[config.mk]
export PLATFORM = sky130hd
export DESIGN_NAME = emi_pin_if
export DESIGN_NICKNAME = d
export VERILOG_FILES = /design/src/emi_pkg.sv /design/src/emi_lane_map.sv /design/src/emi_pin_if.sv
export SDC_FILE = /design/constraint.sdc
export NUM_CORES = 1
export LEC_CHECK = 0
export ABC_AREA = 1
export ABC_CLOCK_PERIOD_IN_PS = 1850
export BUFFER_PORTS_ARGS = -buffer_cell sky130_fd_sc_hd__buf_2
export CAP_MARGIN = 10
export CORE_MARGIN = 3
export CORE_UTILIZATION = 55
export CTS_CLUSTER_DIAMETER = 200
export DETAILED_ROUTE_END_ITERATION = 6
export PLACE_DENSITY = 0.8
export SYNTH_ARGS = -nofsm -noshare
export SYNTH_HDL_FRONTEND = slang
export SYNTH_SLANG_ARGS = --single-unit
[constraint.sdc]
create_clock -name clock -period 1.85 [get_ports clock]
set_clock_uncertainty 0.05 [all_clocks]
set_input_delay 0.2775 -clock clock [delete_from_list [all_inputs] [get_ports clock]]
set_output_delay 0.2775 -clock clock [all_outputs]
set_load 0.01 [all_outputs]
[src/emi_pkg.sv]
// Shared constants, types and states of the external memory pin interface
package emi_pkg;

   localparam int unsigned CLK_MHZ = 100;

   localparam int unsigned ADDR_PINS     = 28;
   localparam int unsigned REGION_MSB    = 31;
   localparam int unsigned REGION_LSB    = 29;
   localparam int unsigned PROM_HALF_BIT = 28;
   localparam int unsigned BANK_MSB      = 26;
   localparam int unsigned BANK_LSB      = 24;
   localparam int unsigned SD_BANK_BIT   = 28;
   localparam int unsigned SD_ROW_SHIFT  = 12;
   localparam int unsigned SD_COL_SHIFT  = 2;

   localparam logic [2:0] REGION_PROM  = 3'h0;
   localparam logic [2:0] REGION_IO    = 3'h1;
   localparam logic [2:0] REGION_SRAM  = 3'h2;
   localparam logic [2:0] REGION_SDRAM = 3'h3;
   localparam logic [2:0] SRAM_LAST    = 3'h4;

   localparam logic [1:0] SIZE_BYTE = 2'h0;
   localparam logic [1:0] SIZE_HALF = 2'h1;
   localparam logic [1:0] SIZE_WORD = 2'h2;

   // Row, column and write strobe levels of each SDRAM command
   localparam logic [2:0] SD_CMD_NOP   = 3'h7;
   localparam logic [2:0] SD_CMD_ACT   = 3'h3;
   localparam logic [2:0] SD_CMD_READ  = 3'h5;
   localparam logic [2:0] SD_CMD_WRITE = 3'h4;
   localparam logic [2:0] SD_CMD_PRE   = 3'h2;
   localparam logic [2:0] SD_CMD_REF   = 3'h1;

   localparam int unsigned SD_TRCD_NS    = 20;
   localparam int unsigned SD_TRP_NS     = 20;
   localparam int unsigned SD_TRFC_NS    = 70;
   localparam int unsigned SD_REFRESH_NS = 7800;
   localparam int unsigned SD_CAS_LAT    = 2;
   localparam int unsigned SYNC_DEPTH    = 2;

   localparam logic [9:0] TRCD_CYC = 10'((SD_TRCD_NS * CLK_MHZ + 999) / 1000);
   localparam logic [9:0] TRP_CYC  = 10'((SD_TRP_NS * CLK_MHZ + 999) / 1000);
   localparam logic [9:0] TRFC_CYC = 10'((SD_TRFC_NS * CLK_MHZ + 999) / 1000);
   localparam logic [9:0] REFR_CYC = 10'((SD_REFRESH_NS * CLK_MHZ) / 1000);
   localparam logic [9:0] RD_WAIT  = 10'(SD_CAS_LAT + SYNC_DEPTH);
   localparam logic [9:0] CNT_ZERO = 10'h000;

   typedef struct packed {
      logic        write;
      logic [1:0]  size;
      logic [31:0] addr;
      logic [31:0] wdata;
      logic [6:0]  check;
   } emi_req_t;

   typedef struct packed {
      logic [31:0] rdata;
      logic [7:0]  rcheck;
      logic        mem_error;
   } emi_rsp_t;

   typedef struct packed {
      logic       prom_8bit;
      logic       sram_8bit;
      logic       io_8bit;
      logic       sdram_en;
      logic       test_cb7;
   } emi_cfg_t;

   typedef struct packed {
      logic [27:0] addr;
      logic        oe_n;
      logic        read;
      logic        write_n;
      logic [3:0]  lane_we_n;
      logic [1:0]  rom_sel_n;
      logic [4:0]  ram_sel_n;
      logic [4:0]  ram_oe_n;
      logic        io_sel_n;
      logic [1:0]  sd_sel_n;
      logic [2:0]  sd_cmd;
      logic [3:0]  sd_mask;
      logic [31:0] data_out;
      logic [3:0]  data_oe;
      logic [7:0]  cb_out;
      logic        cb_oe;
   } emi_pins_t;

   typedef enum logic [6:0] {
      ST_IDLE   = 7'h01,
      ST_START  = 7'h02,
      ST_STATIC = 7'h04,
      ST_SD_ACT = 7'h08,
      ST_SD_RW  = 7'h10,
      ST_SD_PRE = 7'h20,
      ST_SD_REF = 7'h40
   } emi_state_t;

endpackage

[src/emi_lane_map.sv]
// Byte lane strobes and write data placement for one access
`timescale 1ns/1ps
module emi_lane_map
   import emi_pkg::*;
(
   input  wire logic [1:0]  size,
   input  wire logic [1:0]  addr_lo,
   input  wire logic        narrow,
   input  wire logic [31:0] wdata,
   output logic      [3:0]  strobe_n,
   output logic      [3:0]  lane_oe,
   output logic      [31:0] wdata_lane
);

   wire logic [7:0] sel_byte;
   wire logic [3:0] wide_strobe_n;
   wire logic [3:0] byte_strobe_n;

   // Lane 0 is the top byte of the bus, so big-endian byte order
   assign sel_byte      = 8'(wdata >> {~addr_lo, 3'h0});
   assign byte_strobe_n = ~(4'h1 << addr_lo);
   assign wide_strobe_n = (size == SIZE_WORD) ? 4'h0 :
                          (size == SIZE_HALF) ? (addr_lo[1] ? 4'h3 : 4'hc) :
                          (size == SIZE_BYTE) ? byte_strobe_n : 4'hf;

   // A narrow area only ever uses the top lane
   assign strobe_n   = narrow ? 4'he : wide_strobe_n;
   assign wdata_lane = narrow ? {sel_byte, 24'h000000} : wdata;
   assign lane_oe    = {~strobe_n[0], ~strobe_n[1], ~strobe_n[2], ~strobe_n[3]};

endmodule

[src/emi_pin_if.sv]
// External memory pin interface: PROM, SRAM, I/O and SDRAM access sequencer
`timescale 1ns/1ps
module emi_pin_if
   import emi_pkg::*;
(
   input  wire logic        clock,
   input  wire logic        arst_n,
   input  wire emi_cfg_t    cfg,
   input  wire logic        req_valid,
   input  wire emi_req_t    req,
   output logic             req_ready,
   output logic             rsp_valid,
   output emi_rsp_t         rsp,
   output logic             gpio_owns_low_lanes,
   output logic [27:0]      address_out,
   input  wire logic [31:0] data_in,
   output logic [31:0]      data_out,
   output logic [3:0]       data_lane_oe,
   input  wire logic [7:0]  check_bit_lines_in,
   output logic [7:0]       check_bit_lines_out,
   output logic             check_bit_lines_oe,
   output logic             output_enable_n,
   output logic             read_strobe,
   output logic             write_strobe_n,
   output logic [3:0]       byte_lane_write_strobe_n,
   input  wire logic        access_ready_n,
   input  wire logic        bus_exception_n,
   output logic [1:0]       boot_rom_select_n,
   output logic [4:0]       static_ram_bank_select_n,
   output logic [4:0]       static_ram_bank_oe_n,
   output logic             io_area_select_n,
   output logic             sync_dram_clock_out,
   output logic [1:0]       sync_dram_bank_select_n,
   output logic             sync_dram_row_strobe_n,
   output logic             sync_dram_column_strobe_n,
   output logic             sync_dram_write_n,
   output logic [3:0]       sync_dram_byte_mask
);

   localparam emi_pins_t PINS_IDLE = '{
      addr: 28'h0000000, oe_n: 1'b1, read: 1'b0, write_n: 1'b1, lane_we_n: 4'hf,
      rom_sel_n: 2'h3, ram_sel_n: 5'h1f, ram_oe_n: 5'h1f, io_sel_n: 1'b1,
      sd_sel_n: 2'h3, sd_cmd: SD_CMD_NOP, sd_mask: 4'h0, data_out: 32'h00000000,
      data_oe: 4'h0, cb_out: 8'h00, cb_oe: 1'b0};

   emi_state_t  state_reg, state_next;
   emi_pins_t   pins_reg, pins_next;
   emi_req_t    cur_reg, cur_next;
   emi_rsp_t    rsp_reg, rsp_next;
   logic        rsp_valid_reg, rsp_valid_next;
   logic        ready_reg, ready_next;
   logic        gpio_reg;
   logic [9:0]  cnt_reg, cnt_next;
   logic [9:0]  refr_reg, refr_next;
   logic [41:0] meta_reg, sync_reg;

   ////////////////////////////////////////////////////////////////////////
   // Pin input synchronisers
   ////////////////////////////////////////////////////////////////////////

   wire logic [31:0] data_s;
   wire logic [7:0]  cb_s;
   wire logic        rdy_n_s;
   wire logic        bus_exception_n_n_s;

   assign {data_s, cb_s, rdy_n_s, bus_exception_n_n_s} = sync_reg;

   always_ff @(posedge clock or negedge arst_n) begin
      if (!arst_n) begin
         meta_reg <= '1;
         sync_reg <= '1;
      end else begin
         meta_reg <= {data_in, check_bit_lines_in, access_ready_n, bus_exception_n};
         sync_reg <= meta_reg;
      end
   end

   ////////////////////////////////////////////////////////////////////////
   // Area decode
   ////////////////////////////////////////////////////////////////////////

   wire logic [2:0]  region;
   wire logic        is_prom, is_io, is_sram, is_sdram, narrow;
   wire logic [2:0]  bank;
   wire logic [1:0]  rom_sel_n_w;
   wire logic [4:0]  ram_sel_n_w;
   wire logic [1:0]  sd_sel_n_w;
   wire logic [3:0]  strobe_n_w, lane_oe_w;
   wire logic [31:0] wdata_w;
   wire logic [3:0]  data_oe_w;
   wire logic        refresh_due;
   wire logic        gpio_w;

   assign region   = cur_reg.addr[REGION_MSB:REGION_LSB];
   assign is_prom  = region == REGION_PROM;
   assign is_io    = region == REGION_IO;
   assign is_sram  = region == REGION_SRAM;
   assign is_sdram = (region == REGION_SDRAM) && cfg.sdram_en;
   assign narrow   = (is_prom && cfg.prom_8bit) || (is_sram && cfg.sram_8bit) ||
                     (is_io && cfg.io_8bit);
   // Bank numbers past the last one fold onto the last bank
   assign bank     = (cur_reg.addr[BANK_MSB:BANK_LSB] > SRAM_LAST) ? SRAM_LAST :
                     cur_reg.addr[BANK_MSB:BANK_LSB];

   assign rom_sel_n_w = is_prom ? ~(2'h1 << cur_reg.addr[PROM_HALF_BIT]) : 2'h3;
   assign ram_sel_n_w = is_sram ? ~(5'h01 << bank) : 5'h1f;
   assign sd_sel_n_w  = ~(2'h1 << cur_reg.addr[SD_BANK_BIT]);

   assign gpio_w      = cfg.prom_8bit && cfg.sram_8bit && cfg.io_8bit && !cfg.sdram_en;
   assign data_oe_w   = gpio_reg ? {lane_oe_w[3:2], 2'h0} : lane_oe_w;
   assign refresh_due = cfg.sdram_en && (refr_reg == CNT_ZERO);

   emi_lane_map u_lane_map (
      .size       (cur_reg.size),
      .addr_lo    (cur_reg.addr[1:0]),
      .narrow     (narrow),
      .wdata      (cur_reg.wdata),
      .strobe_n   (strobe_n_w),
      .lane_oe    (lane_oe_w),
      .wdata_lane (wdata_w)
   );

   ////////////////////////////////////////////////////////////////////////
   // Access sequencer
   ////////////////////////////////////////////////////////////////////////

   always_comb begin
      state_next     = state_reg;
      cur_next       = cur_reg;
      rsp_next       = rsp_reg;
      rsp_valid_next = 1'b0;
      cnt_next       = (cnt_reg == CNT_ZERO) ? CNT_ZERO : cnt_reg - 10'h001;
      refr_next      = (refr_reg == CNT_ZERO) ? CNT_ZERO : refr_reg - 10'h001;
      pins_next      = PINS_IDLE;
      pins_next.addr = pins_reg.addr;
      unique case (state_reg)
         ST_IDLE: begin
            if (req_valid && ready_reg) begin
               cur_next   = req;
               state_next = ST_START;
            end else if (refresh_due) begin
               pins_next.sd_sel_n = 2'h0;
               pins_next.sd_cmd   = SD_CMD_REF;
               cnt_next           = TRFC_CYC;
               refr_next          = REFR_CYC;
               state_next         = ST_SD_REF;
            end
         end
         ST_START: begin
            if (is_sdram) begin
               pins_next.addr     = 28'(cur_reg.addr >> SD_ROW_SHIFT);
               pins_next.sd_sel_n = sd_sel_n_w;
               pins_next.sd_cmd   = SD_CMD_ACT;
               cnt_next           = TRCD_CYC;
               state_next         = ST_SD_ACT;
            end else if (is_prom || is_io || is_sram) begin
               pins_next.addr      = cur_reg.addr[ADDR_PINS-1:0];
               pins_next.rom_sel_n = rom_sel_n_w;
               pins_next.ram_sel_n = ram_sel_n_w;
               pins_next.io_sel_n  = !is_io;
               if (cur_reg.write) begin
                  pins_next.write_n   = 1'b0;
                  pins_next.lane_we_n = strobe_n_w;
                  pins_next.data_out  = wdata_w;
                  pins_next.data_oe   = data_oe_w;
                  pins_next.cb_out    = {cfg.test_cb7, cur_reg.check};
                  pins_next.cb_oe     = 1'b1;
               end else begin
                  pins_next.oe_n     = 1'b0;
                  pins_next.read     = 1'b1;
                  pins_next.ram_oe_n = ram_sel_n_w;
               end
               state_next = ST_STATIC;
            end else begin
               // Unmapped area or disabled SDRAM answers with an error at once
               rsp_next       = '{rdata: 32'h00000000, rcheck: 8'h00, mem_error: 1'b1};
               rsp_valid_next = 1'b1;
               state_next     = ST_IDLE;
            end
         end
         ST_STATIC: begin
            if (!rdy_n_s) begin
               rsp_next       = '{rdata: data_s, rcheck: cb_s, mem_error: !bus_exception_n_n_s};
               rsp_valid_next = 1'b1;
               state_next     = ST_IDLE;
            end else begin
               pins_next = pins_reg;
            end
         end
         ST_SD_ACT: begin
            pins_next.sd_sel_n = pins_reg.sd_sel_n;
            if (cnt_reg == CNT_ZERO) begin
               pins_next.addr    = 28'(cur_reg.addr >> SD_COL_SHIFT);
               pins_next.sd_cmd  = cur_reg.write ? SD_CMD_WRITE : SD_CMD_READ;
               pins_next.sd_mask = cur_reg.write ? ~lane_oe_w : 4'h0;
               if (cur_reg.write) begin
                  pins_next.data_out = cur_reg.wdata;
                  pins_next.data_oe  = 4'hf;
                  pins_next.cb_out   = {cfg.test_cb7, cur_reg.check};
                  pins_next.cb_oe    = 1'b1;
               end
               cnt_next   = cur_reg.write ? CNT_ZERO : RD_WAIT;
               state_next = ST_SD_RW;
            end
         end
         ST_SD_RW: begin
            pins_next.sd_sel_n = pins_reg.sd_sel_n;
            if (cnt_reg == CNT_ZERO) begin
               rsp_next       = '{rdata: data_s, rcheck: cb_s, mem_error: !bus_exception_n_n_s};
               rsp_valid_next = 1'b1;
               pins_next.sd_cmd = SD_CMD_PRE;
               cnt_next         = TRP_CYC;
               state_next       = ST_SD_PRE;
            end
         end
         ST_SD_PRE, ST_SD_REF: begin
            pins_next.sd_sel_n = pins_reg.sd_sel_n;
            if (cnt_reg == CNT_ZERO) begin
               pins_next.sd_sel_n = 2'h3;
               state_next         = ST_IDLE;
            end
         end
         default: begin
            state_next = ST_IDLE;
         end
      endcase
      // Ready stays low on the return from an access while refresh is due, so refresh goes first; in idle a request with ready high wins
      ready_next = (state_next == ST_IDLE) && !(refresh_due && state_reg != ST_IDLE);
   end

   always_ff @(posedge clock or negedge arst_n) begin
      if (!arst_n) begin
         state_reg     <= ST_IDLE;
         pins_reg      <= PINS_IDLE;
         cur_reg       <= '0;
         rsp_reg       <= '0;
         rsp_valid_reg <= 1'b0;
         ready_reg     <= 1'b0;
         cnt_reg       <= CNT_ZERO;
         refr_reg      <= REFR_CYC;
         gpio_reg      <= 1'b0;
      end else begin
         state_reg     <= state_next;
         pins_reg      <= pins_next;
         cur_reg       <= cur_next;
         rsp_reg       <= rsp_next;
         rsp_valid_reg <= rsp_valid_next;
         ready_reg     <= ready_next;
         cnt_reg       <= cnt_next;
         refr_reg      <= refr_next;
         gpio_reg      <= gpio_w;
      end
   end

   ////////////////////////////////////////////////////////////////////////
   // Pin outputs
   ////////////////////////////////////////////////////////////////////////

   assign req_ready                 = ready_reg;
   assign rsp_valid                 = rsp_valid_reg;
   assign rsp                       = rsp_reg;
   assign gpio_owns_low_lanes       = gpio_reg;
   assign address_out               = pins_reg.addr;
   assign data_out                  = pins_reg.data_out;
   assign data_lane_oe              = pins_reg.data_oe;
   assign check_bit_lines_out       = pins_reg.cb_out;
   assign check_bit_lines_oe        = pins_reg.cb_oe;
   assign output_enable_n           = pins_reg.oe_n;
   assign read_strobe               = pins_reg.read;
   assign write_strobe_n            = pins_reg.write_n;
   assign byte_lane_write_strobe_n  = pins_reg.lane_we_n;
   assign boot_rom_select_n         = pins_reg.rom_sel_n;
   assign static_ram_bank_select_n  = pins_reg.ram_sel_n;
   assign static_ram_bank_oe_n      = pins_reg.ram_oe_n;
   assign io_area_select_n          = pins_reg.io_sel_n;
   assign sync_dram_bank_select_n   = pins_reg.sd_sel_n;
   assign {sync_dram_row_strobe_n, sync_dram_column_strobe_n, sync_dram_write_n} =
          pins_reg.sd_cmd;
   assign sync_dram_byte_mask       = pins_reg.sd_mask;
   // A register cannot copy a clock; this one output is the clock itself
   assign sync_dram_clock_out       = clock;
endmodule

* Yosys cells after proc, flatten, opt, wreduce, memory -nomap -nowiden *
Cells that the tools add are included.

word-level totals
  bits in registers = 331
  bits of input ports = 124
  output and inout bits = 147
  word-level logic and storage cells = 169

cells by class
  $add $sub $neg = 2
  order comparisons = 1
  equality and inequality tests = 21
  shift operators = 4
  mux-type cells = 67
  bitwise gates (word level) = 11
  reduce and logical (&&, ||, !) cells = 31

operator list
  cell                                                number
  2-to-1 mux 45 bit                                   4
  2-to-1 mux 41 bit                                   4
  case mux 45 bit (3 select lines)                    1
  case mux 41 bit (3 select lines)                    1
  2-to-1 mux 10 bit                                   10
  case mux 28 bit (3 select lines)                    1
  2-to-1 mux 74 bit                                   1
  2-to-1 mux 28 bit                                   2
  2-to-1 mux 51 bit                                   1
  2-to-1 mux 48 bit                                   1
  2-to-1 mux 7 bit                                    6
  case mux 7 bit (6 select lines)                     1
  case mux 10 bit (4 select lines)                    1
  case mux 20 bit (2 select lines)                    1
  2-to-1 mux 32 bit                                   1
  right shift 32 x 5 -> 8 bit                         1
  2-to-1 mux 5 bit                                    6
  2-to-1 mux 4 bit                                    7
  logical NOT 10 bit                                  2
  2-to-1 mux 20 bit                                   1
  subtractor 10 x 1 -> 10 bit, second input constant  2
  case mux 3 bit (5 select lines)                     1
  == test 7 x 1 -> 1 bit, second input constant       2
  2-to-1 mux 3 bit                                    4
  other kinds (38)                                    75

* Logic depth before layout (Yosys ltp) *
Gate-level depths: netlist of the first run.

  depth in word-level cells = 12
  gate-level depth with buffers = 12
  depth with buffers taken out = 11

* Modules after synthesis *
From an unflattened synthesis of the first run, not the netlist that was laid out.

unflattened totals
  cell total of the unflattened synthesis = 1524
  area total of the unflattened synthesis = 13884.6 µm²

by module, submodules not included
  module        times used  cells an instance  area each (µm²)  sequential area each (µm²)
  emi_pin_if    1           1384               13271.5          8424.3
  emi_lane_map  1           140                613.1            0.0

==> results of run 1 <==
## stage by stage
stage | std cells | area, um^2 | setup TNS [ns] | utilization, % | power [uW]
floorplan | 1444 | 13700 | 0 | - | 14100
global placement | 2021 | 15600 | 0 | 63.8 | 16400
detailed placement | 2021 | 15600 | -0.0670 | 63.8 | 16700
CTS | 2211 | 18000 | -0.0616 | 73.9 | 24200
global route | 2228 | 18500 | -0.583 | 75.9 | 26500
finish | 2229 | 18500 | 0 | 75.9 | 25100
## cell usage after synthesis, types with 3 or more instances
cell | number | area [um^2]
nand2_1 | 430 | 1610
o21a_1 | 3 | 22.5
xor2_1 | 7 | 61.3
buf_6 | 12 | 135
dfrtp_1 | 218 | 5460
nand3_2 | 19 | 190
nand2_4 | 3 | 33.8
nand2_2 | 6 | 37.5
dfstp_2 | 113 | 2970
clkbuf_1 | 12 | 45.0
o21ai_1 | 25 | 125
buf_4 | 14 | 105
o21ai_0 | 95 | 475
nand4_1 | 9 | 56.3
nor2_1 | 72 | 270
nor2_2 | 7 | 43.8
nor3_1 | 5 | 25.0
o21ai_2 | 7 | 61.3
buf_2 | 28 | 140
o22ai_1 | 25 | 156
nand3_1 | 137 | 686
nor2_4 | 5 | 56.3
a21oi_1 | 20 | 100
inv_1 | 140 | 526
inv_2 | 8 | 30.0
ha_1 | 4 | 50.1
## power by group through the flow
stage                     Combinational, uW  Clock [uW]  Sequential, uW
after floorplan                        4240        44.5            9840
after global placement                 6640        32.7            9760
after global routing                   8710        7770            9990
after CTS                              7100        7400            9740
after detailed placement               6790        32.7            9830
final                                  7940        7370            9830
## layout by cell type (no fill, tap or decap), types with 5 or more instances in the layout
master,Yosys,layout
a21oi_1,20,20
buf_12,0,15
buf_2,28,269
buf_4,14,35
buf_6,12,5
clkbuf_1,12,11
clkbuf_16,0,49
clkbuf_8,0,6
clkinv_2,0,5
dfrtp_1,218,217
dfstp_2,113,113
dlygate4sd3_1,0,121
inv_1,140,139
inv_2,8,8
nand2_1,430,426
nand2_2,6,8
nand3_1,137,135
nand3_2,19,19
nand4_1,9,9
nor2_1,72,67
nor2_2,7,7
nor2_4,5,10
nor3_1,5,5
o21ai_0,95,92
o21ai_1,25,26
o21ai_2,7,9
o22ai_1,25,25
xor2_1,7,7
## cell type report
type                            count  area (um^2)  area share (%)
Antenna cell                        1         2.50          0.0135
Clock buffer                       57         1100            5.96
Clock inverter                     11          124           0.669
Inverter                          149          569            3.07
Multi-Input combinational cell    899         4400            23.8
Sequential cell                   331         8430            45.5
Tap cell                          324          405            2.19
Timing Repair Buffer              457         3490            18.9
## layer usage
metal | GRT usage, % | share of wire, % | vias up
met4 | 12.4 | 4.0 | 0
li1 | - | - | 5461
met5 | 0 | 0 | -
met3 | 7.56 | 9.4 | 140
met2 | 48.1 | 49 | 651
met1 | 36.9 | 38 | 5771
## critical path, delay by kind of cell, from the launching register on
family	cells	cell delay, ns
DFF	1	0.38
and+or+nand+nor	7	0.72
buffers and inverters	3	0.43
AOI/OAI and AO/OA	1	0.12
## repair_timing
item	4_1_cts	5_1_grt
pin swaps	1	8
setup endpoints to repair	17	187
setup buffers	1	5
hold buffers	121	0
gates cloned	1	12
hold endpoints to repair	351	0
resized for setup	2	40
## cell families (layout without fill, tap and decap cells)
logic type	count (synthesis)	count (layout)	synth area share [%]
DFF	331	331	61.6
other	0	1	0
AOI/OAI and AO/OA	184	184	7.39
xor gates and xnor gates	9	9	0.576
and+or+nand+nor	701	702	22.8
adders and majority gates	4	4	0.366
buffers and inverters	215	674	7.24
## final timing paths
path,endpoint,cells after the start
worst max-delay path,rsp[30]$_DFFE_PN0P_,11
worst min-delay path,rsp[11]$_DFFE_PN0P_,2
worst max register to register,rsp[30]$_DFFE_PN0P_,11
worst min register to register,sync_reg[22]$_DFF_PN1_,0
max in group asynchronous,meta_reg[9]$_DFF_PN1_,3
min in group clock,req_ready$_DFF_PN0_,5
==> impl_metrics.yaml, run 1 <==
status:
  status: "complete, no violations"
power_and_ir_drop:
  seq_power_share_pct: 39.1
  power_frac_comb_pct: 31.6
  power.internal_uw: 16200
  powerDensity_mw_per_mm2: 1360
  sw_frac_of_total_pct: 35.5
  switching_power_uw: 8910
  clkPwrFrac_pct: 29.3
  leakage_uw: 0.00932
  peakVddDrop_uv: 932
clock_network:
  cts_tree: "yes"
  clock_latency_ns: 0.64
  path_clk_slew_ns: 0.06
floorplanning:
  pin_count: 271
  num_rows: 57
  die_x_um: 164
  die_area_mm2: 0.0268
  start_util_pct: 56.1
  core_mm2: 0.0244
  dieHeight_um: 164
placed_design:
  gp_routability_congestion: 0.877
  dp.final_hpwl_um: 24500
  io_buffer_count: 270
  place_ws_ns: -0.0266
global_routing:
  grt_overflow: 0
  first_global_vias: 11800
  grt_max_degree: 75
  grt_usage_pct: 29.3
  antenna_found_initial: 0
  grt_first_pass_wirelength_um: 61600
synth:
  ys_warn_count: 0
  synthCells: 1444
  netlist_area_mm2: 0.0137
  ys_seq_area_share_pct: 61.6
  synth_edf_count: 0
  syn_nets: 1572
  avgSynthCellArea_um2: 9.47
  yosysUniqueCellTypes: 41
  async_reset_ff_share_pct: 100
  synthFlopType: "dfrtp_1"
  yosys_register_bits: 331
drt:
  wl_per_cell_um: 18.5
  routed_wl_um: 41300
  drtPass1Iterations: 6
  routed_via_density: 5.39
  drtIter0Drc: 969
  drc: 0
  route.antenna.remaining_nets: 0
  vias: 12000
worst_setup_path:
  cp_cell_sequence: "inv_1 -> nand2_1 -> nor2_4 -> nand2_8 -> nor2_8 -> nand2_4 -> nand3_4 -> buf_12 -> clkbuf_16 -> nand3_1 -> o21ai_1"
  crit_start: "state_reg[2]$_DFF_PN0_"
  worstSetupPathType: "reg2reg"
  cp-end-kind: "register"
  crit_fanout: 8
  worstPathArrival_ns: 2.30
  max_stage_delay_ns: 0.38
  startpoint_type: "register"
  r2r-start: "state_reg[2]$_DFF_PN0_"
  r2r_slack_ns: 0.04
  required_ns: 2.34
  cp_slowest_cell: "dfrtp_1"
timing:
  finalMaxSlewViolations: 0
  relSlewSlack_pct: 70.0
  rsz0062_at_grt: "true"
  whs_ns: 0.106
  worst_slack_ns: 0.0387
  hold_viol_final: 0
  period_needed_ns: 1.81
  setup_viol: 0
  fin_crit_sh_pct: 97.9
  fmax_mhz: 552
  worst_slew_pin_slew_ns: 0.445
run:
  max_cap_violations: 0
layout:
  nNetsFinal: 2005
  fill_cells: 1547
  largest_reg_flops: 74
  area_growth_pct: 35.5
  drive_gt1_share_pct: 30.7
min_path:
  hp-class: "in2async"
(Power assumes the default switching activity.)
==> inputs of run 2 (changes only) <==
Settings changed: ABC_CLOCK_PERIOD_IN_PS 1850 to 2310, CORE_UTILIZATION 55 to 59, PLACE_DENSITY 0.8 to 0.85.
Clock period 1.85 ns to 2.31 ns, I/O delays scaled along.
==> impl_metrics.yaml, run 2 (synthesis results as in run 1) <==
placed_design:
  gp_routability_congestion: 0.897
  io_buffer_count: 270
  dp.final_hpwl_um: 24600
  placed_area_mm2: 0.0153
timing:
  finalMaxSlewViolations: 0
  tns_ns: 0
  hold_viol_final: 0
  setup_viol: 0
  period_needed_ns: 2.22
  relSlewSlack_pct: 33.5
  rsz0062_at_grt: "false"
  fmax_mhz: 450
  worst_slew_pin_slew_ns: 0.996
  fin_crit_sh_pct: 96.1
layout:
  layout_commonest_cell: "nand2_1"
  largest_reg_flops: 74
  final_cell_mix: "nand2_1, buf_2, dfrtp_1"
  area_growth_pct: 30.7
  drive_gt1_share_pct: 28.7
  final_area_mm2: 0.0179
  nNetsFinal: 1969
  num_antenna_cells: 0
  fill_cells: 1325
global_routing:
  grt_usage_pct: 32.9
  grt_max_degree: 108
  antenna_found_initial: 0
  first_global_vias: 12200
  grt_first_pass_wirelength_um: 64100
  grt_overflow: 0
min_path:
  hp-class: "in2reg"
clock_network:
  cts_tree: "yes"
  path_clk_slew_ns: 0.07
  clock_latency_ns: 0.64
worst_setup_path:
  cp-end-kind: "register"
  required_ns: 2.81
  crit_fanout: 24
  worstPathArrival_ns: 2.72
  startpoint_type: "register"
  worstSetupPathType: "reg2reg"
drt:
  routed_via_density: 5.65
  drc: 3
  route.antenna.remaining_nets: 0
  routed_wl_um: 41700
  wl_per_cell_um: 19.4
  drtPass1Iterations: 7
  vias: 12200
  drtIter0Drc: 1118
floorplanning:
  core_mm2: 0.0227
  num_rows: 55
  start_util_pct: 60.2
  dieHeight_um: 158
  pin_count: 271
  die_area_mm2: 0.0250
  die_x_um: 158
status:
  status: "complete, but fails checks"
  violations: "design-rule violations"
power_and_ir_drop:
  leakage_uw: 0.00907
  powerDensity_mw_per_mm2: 1110
  peakVddDrop_uv: 878
run:
  max_cap_violations: 0
[run 2: path summary, 6_finish.rpt]
path / to / slack (ns) / depth (start not counted) / startpoint
setup reg to reg: data_out[21]$_DFFE_PN0P_ / 0.09 / 9 / cnt_reg[0]$_DFF_PN0_
setup / recovery: data_out[21]$_DFFE_PN0P_ / 0.09 / 9 / cnt_reg[0]$_DFF_PN0_
hold reg to reg: sync_reg[23]$_DFF_PN1_ / 0.29 / 0 / meta_reg[23]$_DFF_PN1_
max in group asynchronous: sync_reg[24]$_DFF_PN1_ / 1.22 / 3 / arst_n
min in group asynchronous: rsp[12]$_DFFE_PN0P_ / 0.19 / 2 / arst_n
hold / removal: req_ready$_DFF_PN0_ / 0.18 / 5 / cfg[1]
[run 2: worst max-delay path: stages (launching register included)]
cell	delay [ns]
dfrtp_1	0.39
inv_1	0.19
ha_1	0.22
nand3_2	0.11
nor2_4	0.19
buf_4	0.18
nand3_4	0.15
nand2_4	0.30
nand3_1	0.18
nand2_1	0.16
[run 2: final cells by class]
class	instances	area, um^2	area share, %
timing repair buffer	422	2960	16.5
multi-input combinational	898	4280	24.0
inverter	149	564	3.16
clock inverter	10	145	0.812
tap	285	357	1.99
clock buffer	57	1150	6.41
sequential	331	8420	47.1
[run 2: where the power goes]
group	leakage, uW	internal, uW	switching [uW]	total (uW)
sequential	0.00405	7060	832	7890
combinational	0.00439	1860	3930	5790
clock	0.000630	3770	2330	6100
[run 2: stage by stage]
stage / total power [uW] / std cells / hold WS, ns / utilization, % / setup slack [ns]
floorplan: 11300 / 1444 / 0.000909 / - / 0.639
global placement: 12900 / 1961 / 0.245 / 67.5 / 0.233
detailed placement: 13100 / 1961 / 0.258 / 67.5 / 0.177
CTS: 19500 / 2148 / 0.132 / 78.5 / 0.0613
global route: 20800 / 2152 / 0.161 / 78.7 / 0.0203
finish: 19800 / 2152 / 0.175 / 78.7 / 0.0897
[run 2: metal layers]
layer	GRT usage (%)	vias to the layer above	part of all wire, %
met3	7.87	156	10
li1	-	5401	-
met1	40.0	5813	36
met5	0	-	0
met4	14.6	0	4.4
met2	56.1	794	50
[run 2: timing repair]
action / in CTS / in global routing
resized for setup: 0 / 3
endpoints found under the setup margin: 0 / 51
setup buffers: 0 / 4
hold buffers: 121 / 0
endpoints found under the hold margin: 164 / 0
